### src/design/ccms_defines.vh
// constants for the cpu clock mode select block
// assumes inclusion by bare name from design files
`ifndef CCMS_DEFINES_VH
`define CCMS_DEFINES_VH
// clock_mode_select pin position in port0_upper_byte
`define CCMS_MODE_MSB     7
`define CCMS_MODE_LSB     5
// mode codes
`define CCMS_MODE_X4      3'h7
`define CCMS_MODE_X3      3'h6
`define CCMS_MODE_X2      3'h5
`define CCMS_MODE_X5      3'h4
`define CCMS_MODE_DIRECT  3'h3
`define CCMS_MODE_X1P5    3'h2
`define CCMS_MODE_PRESC   3'h1
`define CCMS_MODE_X2P5    3'h0
`define CCMS_MODE_RESET   3'h7
// factor kept in halves: numerator of f_cpu = f_osc * num / 2
`define CCMS_NUM_W        4
// phase accumulator width
`define CCMS_ACC_W        16
`endif

### src/design/ccms_top.v
// cpu clock mode select: strap capture, prescaler and digital pll model
// assumes osc_in is a slow external clock, well under clk_sys/4;
// the cpu clock is produced as an enable-style level on clk_sys
`timescale 1ns/10ps
`default_nettype none
`include "ccms_defines.vh"
// Notes on behaviour
// - mode equals port0 upper byte bits 7..5
// - decode eight codes to factor or path
// - prescaler mode halves the oscillator frequency
// - prescaler phases each last one oscillator period
// - multiplier modes enable pll, f times factor
// - resync pll every n-th oscillator transition
// - resync adjusts gradually, stays locked
module ccms_top (
   // clock, reset, enable
   input  wire        clk_sys,
   input  wire        rst_n,
   input  wire        clk_en,
   // pins
   input  wire [7:0]  port0_upper_byte,
   input  wire        osc_in,
   // outputs
   output reg         cpu_clk_ff,
   output reg  [2:0]  clock_mode_select_ff,
   output reg         pll_enable_ff,
   output reg         prescaler_active_ff,
   output reg         resync_pulse_ff
);
   localparam ST_CAPT = 2'b01;
   localparam ST_RUN  = 2'b10;

   reg        rst_s1_ff, rst_s2_ff;
   reg [2:0]  mode_s1_ff, mode_s2_ff;
   reg        osc_s1_ff, osc_s2_ff, osc_d_ff;
   reg [1:0]  state_ff;
   reg [1:0]  nxt_state;
   reg [15:0] per_cnt_ff;
   reg [15:0] per_meas_ff;
   reg [15:0] step_ff;
   reg [15:0] acc_ff;
   reg [2:0]  trans_cnt_ff;
   reg        nxt_cpu_clk;
   wire       rst_int_n = rst_s2_ff;
   wire       osc_edge  = osc_s2_ff ^ osc_d_ff;
   wire       osc_rise  = osc_s2_ff & ~osc_d_ff;
   wire [3:0] factor_x2;
   wire       use_pll, use_presc;
   wire [2:0] resync_n;
   wire       resync_now;
   wire [15:0] target;
   wire [16:0] acc_sum;

   // reset release through two flops
   always @(posedge clk_sys or negedge rst_n) begin
      if (!rst_n) begin
         rst_s1_ff <= 1'b0;
         rst_s2_ff <= 1'b0;
      end else begin
         rst_s1_ff <= 1'b1;
         rst_s2_ff <= rst_s1_ff;
      end
   end

   // mode strap synchroniser
   always @(posedge clk_sys or negedge rst_n) begin
      if (!rst_n) begin
         mode_s1_ff <= `CCMS_MODE_RESET;
         mode_s2_ff <= `CCMS_MODE_RESET;
      end else if (clk_en) begin
         mode_s1_ff <= port0_upper_byte[`CCMS_MODE_MSB:`CCMS_MODE_LSB];
         mode_s2_ff <= mode_s1_ff;
      end
   end

   // oscillator synchroniser plus one flop of history for edges
   always @(posedge clk_sys or negedge rst_n) begin
      if (!rst_n) begin
         osc_s1_ff <= 1'b0;
         osc_s2_ff <= 1'b0;
         osc_d_ff  <= 1'b0;
      end else if (clk_en) begin
         osc_s1_ff <= osc_in;
         osc_s2_ff <= osc_s1_ff;
         osc_d_ff  <= osc_s2_ff;
      end
   end

   always @* begin
      case (state_ff)
         ST_CAPT: nxt_state = ST_RUN;
         ST_RUN:  nxt_state = ST_RUN;
         default: nxt_state = ST_CAPT;
      endcase
   end

   // strap caught once after release, held until next reset
   always @(posedge clk_sys or negedge rst_int_n) begin
      if (!rst_int_n) begin
         state_ff             <= ST_CAPT;
         clock_mode_select_ff <= `CCMS_MODE_RESET;
      end else if (clk_en) begin
         state_ff <= nxt_state;
         if (state_ff == ST_CAPT)
            clock_mode_select_ff <= mode_s2_ff;
      end
   end

   ccms_mode_dec u_dec (
      .mode      (clock_mode_select_ff),
      .factor_x2 (factor_x2),
      .use_pll   (use_pll),
      .use_presc (use_presc),
      .resync_n  (resync_n)
   );

   wire [19:0] quot;
   wire [15:0] half_acc;
   reg  [15:0] nxt_step;
   reg  [15:0] nxt_acc;

   // run state decode, shared by every output path but clock_mode_select_ff
   function is_run;
      input [1:0] st;
      begin
         is_run = (st == ST_RUN);
      end
   endfunction

   assign resync_now = osc_edge && (trans_cnt_ff == resync_n - 3'h1);
   // step per clk_sys so acc wraps factor times per osc period
   assign quot     = ({4'h0, factor_x2} * 20'h08000) / {4'h0, per_meas_ff};
   // a very short period would overflow the step: saturate instead
   assign target   = per_meas_ff == 16'h0000 ? 16'h0000
                     : (quot[19:16] != 4'h0 ? 16'hFFFF : quot[15:0]);
   assign acc_sum  = {1'b0, acc_ff} + {1'b0, step_ff};
   // signed half of the phase offset, sign bit kept
   assign half_acc = {acc_sum[15], acc_sum[15:1]};

   always @* begin
      nxt_cpu_clk = cpu_clk_ff;
      if (use_presc) begin
         if (osc_rise)
            nxt_cpu_clk = ~cpu_clk_ff;
      end else if (!use_pll) begin
         nxt_cpu_clk = osc_s2_ff;
      end else begin
         nxt_cpu_clk = acc_sum[15];
      end
   end

   // output flags and cpu clock level
   always @(posedge clk_sys or negedge rst_int_n) begin
      if (!rst_int_n) begin
         cpu_clk_ff          <= 1'b0;
         pll_enable_ff       <= 1'b0;
         prescaler_active_ff <= 1'b0;
         resync_pulse_ff     <= 1'b0;
      end else if (clk_en) begin
         pll_enable_ff       <= use_pll && is_run(state_ff);
         prescaler_active_ff <= use_presc && is_run(state_ff);
         cpu_clk_ff          <= is_run(state_ff) ? nxt_cpu_clk : 1'b0;
         // no pulse in the capture cycle, before the enables rise
         resync_pulse_ff     <= resync_now && use_pll && is_run(state_ff);
      end
   end

   // osc period in clk_sys cycles; saturates on a stopped oscillator
   always @(posedge clk_sys or negedge rst_int_n) begin
      if (!rst_int_n) begin
         per_cnt_ff  <= 16'h0000;
         per_meas_ff <= 16'h0000;
      end else if (clk_en) begin
         if (osc_rise) begin
            per_cnt_ff  <= 16'h0001;
            per_meas_ff <= per_cnt_ff;
         end else if (per_cnt_ff != 16'hFFFF) begin
            per_cnt_ff <= per_cnt_ff + 16'h0001;
         end
      end
   end

   // osc transitions since the last resync
   always @(posedge clk_sys or negedge rst_int_n) begin
      if (!rst_int_n) begin
         trans_cnt_ff <= 3'h0;
      end else if (clk_en && osc_edge) begin
         trans_cnt_ff <= resync_now ? 3'h0 : trans_cnt_ff + 3'h1;
      end
   end

   // slew step by 1/8 of error plus one: no abrupt frequency jump
   always @* begin
      nxt_step = step_ff;
      if (resync_now && use_pll) begin
         if (target > step_ff)
            nxt_step = step_ff + ((target - step_ff) >> 3) + 16'h0001;
         else if (target < step_ff)
            nxt_step = step_ff - ((step_ff - target) >> 3) - 16'h0001;
      end
   end

   // phase nudge halves the signed offset; bit 15 keeps its level except from a sum of 16'hFFFF, which goes to zero
   always @* begin
      nxt_acc = acc_sum[15:0];
      if (resync_now && use_pll)
         nxt_acc = acc_sum[15:0] - half_acc;
   end

   // nco state
   always @(posedge clk_sys or negedge rst_int_n) begin
      if (!rst_int_n) begin
         step_ff <= 16'h0000;
         acc_ff  <= 16'h0000;
      end else if (clk_en) begin
         step_ff <= nxt_step;
         acc_ff  <= nxt_acc;
      end
   end
endmodule // ccms_top
`default_nettype wire

### src/design/ccms_mode_dec.v
// mode decoder: clock_mode_select to factor and path flags
// assumes a registered mode input from the same clock
`timescale 1ns/10ps
`default_nettype none
`include "ccms_defines.vh"
module ccms_mode_dec (
   // mode in
   input  wire [2:0]               mode,
   // decoded
   output reg  [`CCMS_NUM_W-1:0]   factor_x2,
   output reg                      use_pll,
   output reg                      use_presc,
   output reg  [2:0]               resync_n
);
   always @* begin
      factor_x2 = 4'h8;
      use_pll   = 1'b1;
      use_presc = 1'b0;
      resync_n  = 3'h4;
      case (mode)
         `CCMS_MODE_X4:     begin factor_x2 = 4'h8; resync_n = 3'h4; end
         `CCMS_MODE_X3:     begin factor_x2 = 4'h6; resync_n = 3'h3; end
         `CCMS_MODE_X2:     begin factor_x2 = 4'h4; resync_n = 3'h2; end
         `CCMS_MODE_X5:     begin factor_x2 = 4'hA; resync_n = 3'h5; end
         `CCMS_MODE_DIRECT: begin factor_x2 = 4'h2; use_pll = 1'b0; resync_n = 3'h1; end
         // non-integer factors: resync on the whole-period boundary
         `CCMS_MODE_X1P5:   begin factor_x2 = 4'h3; resync_n = 3'h2; end
         `CCMS_MODE_PRESC:  begin factor_x2 = 4'h1; use_pll = 1'b0; use_presc = 1'b1; resync_n = 3'h1; end
         `CCMS_MODE_X2P5:   begin factor_x2 = 4'h5; resync_n = 3'h2; end
         default:           begin factor_x2 = 4'h8; resync_n = 3'h4; end
      endcase
   end
endmodule // ccms_mode_dec
`default_nettype wire

### config.mk
export PLATFORM = sky130hd
export DESIGN_NAME = ccms_top
export DESIGN_NICKNAME = d
export VERILOG_FILES = /design/src/design/ccms_top.v /design/src/design/ccms_mode_dec.v
export VERILOG_INCLUDE_DIRS = /design/src /design/src/design
export SDC_FILE = /design/constraint.sdc
export NUM_CORES = 1
export LEC_CHECK = 0
export ABC_AREA = 1
export BUFFER_PORTS_ARGS = -buffer_cell sky130_fd_sc_hd__buf_2
export CORE_ASPECT_RATIO = 1.1
export CORE_UTILIZATION = 37
export CTS_CLUSTER_DIAMETER = 40
export DETAILED_ROUTE_END_ITERATION = 12
export PLACE_DENSITY = 0.51
export SLEW_MARGIN = 10
export SYNTH_ARGS = -nofsm -noshare
export SYNTH_HDL_FRONTEND = slang
export SYNTH_SLANG_ARGS = --single-unit
### constraint.sdc
create_clock -name clk_sys -period 4.7 [get_ports clk_sys]
set_input_delay 0.94 -clock clk_sys [delete_from_list [all_inputs] [get_ports clk_sys]]
set_output_delay 0.94 -clock clk_sys [all_outputs]
set_load 0.005 [all_outputs]
==> impl_metrics.py <==
metrics = {
    "routing": {
        "via_per_inst": 5.00,
        "first_pass_iters": 5,
        "drt_wl_total_um": 64700,
        "wire_per_inst_um": 15.1,
        "drc": 0,
        "ant_nets": 0,
        "drt_iter0_markers": 813,
        "vias": 21385,
    },
    "timing": {
        "fin_ws_ns": -29.21,
        "whs_ns": 0.267,
        "slew_viol_final": 0,
        "finalCritPeriodShare_pct": 721,
        "slew_headroom_pct": 56.2,
        "setup_violations": 16,
        "setup_tns_ns": -455.45,
        "fin_skew_ns": 0.0106,
        "worstMarginPinSlew_ns": 0.657,
        "rsz0062_at_grt": "true",
        "hold_viol_final": 0,
        "fmax_mhz": 29.5,
        "min_period_ns": 33.91,
    },
    "critical_path": {
        "endpoint_kind": "flip-flop",
        "crit_top_cell": "nand2_2",
        "cp-start-kind": "flip-flop",
        "cp_num_buf_inv": 50,
        "critPathTopFamily": "compound AO/OA/AOI/OAI gates",
        "r2r_cells": 276,
        "slowest_stage": "dfstp_2",
        "crit_type": "reg -> reg",
        "path_max_fanout": 11,
        "slowest_delay_ns": 0.58,
        "arrival_ns": 34.15,
        "crit_cells": 276,
        "critPathRequiredTime_ns": 4.94,
    },
    "synthesis": {
        "avgSynthCellArea_um2": 6.54,
        "async_reset_ff_share_pct": 100,
        "synth_edf_count": 0,
        "ys_warn_count": 0,
        "synth_area_um2": 17500,
        "synth-seq-cells": 87,
        "synth_cell_types": 66,
        "seq_area_frac_synth_pct": 12.5,
        "synthFlopType": "dfrtp_1",
        "synth_nets": 2967,
        "synthCells": 2670,
    },
    "finish": {
        "drive_above_1_share_pct": 45.0,
        "syn_to_final_growth_pct": 65.7,
        "final_nets": 3976,
        "stdcell_count": 4279,
        "insertedDiodeCount": 0,
        "fillers": 4170,
        "design_area_um2": 28900,
    },
    "global_route": {
        "grt_pass1_vias": 21292,
        "grt_pass1_wl_um": 102000,
        "grt_max_degree": 45,
        "grt_usage_pct": 25.7,
        "antenna_found_initial": 1,
        "grt_overflow_total": 0,
    },
    "placement": {
        "dp_hpwl_um": 48100,
        "dp_cells": 4069,
        "io_buffers": 13,
        "routabilityCongestion": 0.903,
        "place_area_um2": 24800,
    },
    "clocking": {
        "h-tree-depth": 3,
        "cts_hold_buf": 0,
        "insertion_delay_ns": 0.36,
        "cts_made_buffers": 9,
        "clock_path_buffers": 2,
        "cts-root-buf": "clkbuf_16",
        "cts.sinks": 87,
        "cts_tree": "yes",
        "cts.clk_slew.worst_paths_ns": 0.07,
    },
    "floorplan": {
        "dieArea_um2": 48100,
        "core_area_um2": 46600,
        "die_h_um": 230,
        "fp-row-count": 83,
        "ioPinCount": 19,
        "initial_core_util_pct": 37.4,
        "die_x_um": 209,
    },
    "job": {
        "cap_viol_max_count": 0,
    },
    "status": {
        "status": "finished with violations",
        "violations": "negative setup slack",
    },
    "min_path": {
        "hp-class": "reg -> async",
    },
}
==> per-layer routing <==
| metal | part of all wire, % | vias to the layer above | GRT usage, % |
|---|---|---|---|
| li1 | - | 10960 | - |
| met1 | 44 | 10077 | 31.3 |
| met2 | 52 | 254 | 48.8 |
| met3 | 2.1 | 92 | 1.35 |
| met4 | 2.5 | 2 | 6.36 |
| met5 | 0.020 | - | 0 |
==> worst register-to-register path: cells and delay by family (launching register included) <==
family	cells	cell delay, ns
AO/OA/AOI/OAI	86	11.17
AND/OR/NAND/NOR	117	10.87
adder cells (fa/ha/maj)	20	5.47
buffers and inverters	50	5.27
flip-flops	1	0.58
XOR/XNOR	3	0.39
==> timing repair <==
action,in CTS,in global routing
gates resized for setup,192,327
gates cloned,3,0
endpoints found under the setup margin,16,19
setup buffers,134,66
pin swaps,167,250
==> cells by family after synthesis <==
group,count (synthesis),synth area share (%)
buffers and inverters,445,10.1
other,1,0.0215
DFF,87,12.5
AOI/OAI and AO/OA,651,21.9
adders and majority gates,285,20.6
and+or+nand+nor,1015,25.5
xor gates and xnor gates,186,9.33
==> area by class of cell <==
class | count | area [µm²] | share of cell area (%)
Sequential cell | 87 | 2190 | 7.58
Inverter | 394 | 1550 | 5.37
Multi-Input combinational cell | 2138 | 16100 | 55.8
Timing Repair Buffer | 1048 | 8000 | 27.7
Tap cell | 595 | 744 | 2.57
Clock inverter | 6 | 53.8 | 0.186
Timing Repair inverter | 1 | 11.3 | 0.0389
Clock buffer | 10 | 229 | 0.792
==> registers in the layout, indices dropped and copies added (netlist names), 2 cells and up <==
register              flops
state_ff                  2
mode_s2_ff                3
per_cnt_ff               16
acc_ff                   16
clock_mode_select_ff      3
trans_cnt_ff              3
mode_s1_ff                3
per_meas_ff              16
step_ff                  16
==> cells in the mapped netlist (all sizes together) (5+ instances only) <==
library cell	n	area share [%]
clkbuf	28	0.60
nand2	582	13
nand3b	5	0.22
dfrtp	77	11
xnor2	59	3.0
inv	390	8.4
o21bai	41	1.8
a211oi	5	0.22
a21o	13	0.56
nor2	203	4.6
nand3	129	4.3
a31oi	23	0.82
a21oi	245	7.3
nor3	36	1.1
buf	23	0.97
or3	5	0.18
xor2	127	6.4
fa	5	0.57
nand4	14	0.54
o221ai	9	0.45
dfstp	10	1.5
ha	280	20
o211ai	12	0.54
o21a	6	0.26
or2	21	0.75
nor4	13	0.47
o2111ai	5	0.25
o21ai	269	8.6
==> cell usage in the layout (no fill, tap or decap), types with 8 or more instances in the layout <==
cell and instances:
nor3_1 22, buf_2 14, xor2_1 119, a21oi_4 13, o21ai_2 87, ha_1 205
inv_2 41, nand3_2 28, a21oi_1 162, inv_1 336, dfstp_2 10, nor2_2 16
nor2_1 175, or2_2 19, nand4_1 13, nand2_2 91, o21ai_0 108, a21o_1 13
o21ai_1 52, o21bai_1 34, nor2_4 11, dfrtp_1 76, nand2_4 17, a21oi_2 70
o21ai_4 22, a31oi_1 17, o211ai_1 11, buf_4 998, nor3_2 9, xnor2_1 55
nand2_1 473, o221ai_1 8, ha_4 68, nand3_1 96, clkbuf_16 9, buf_6 32
==> metrics by stage <==
stage | setup WS (ns) | utilization, %
after floorplan | -28.66 | -
after global placement | -29.60 | 53.2
after detailed placement | -30.36 | 53.2
after CTS | -28.57 | 57.9
after global routing | -31.84 | 62.0
final | -29.21 | 62.0
==> final timing paths <==
| path | to | startpoint | slack [ns] |
|---|---|---|---|
| setup / recovery | step_ff[6] | clock_mode_select_ff[2] | -29.21 |
| hold / removal | per_meas_ff[2] | rst_int_n | 0.27 |
| setup reg to reg | step_ff[6] | clock_mode_select_ff[2] | -29.21 |
| hold reg to reg | per_meas_ff[2] | rst_int_n | 0.27 |
| max in group asynchronous | acc_ff[1] | rst_int_n | 3.42 |
| min in group clk_sys | rst_int_n | rst_s1_ff | 0.35 |
Power is not shown: default switching activity piles up to over one toggle a cycle in this logic, so the estimate is an artifact.
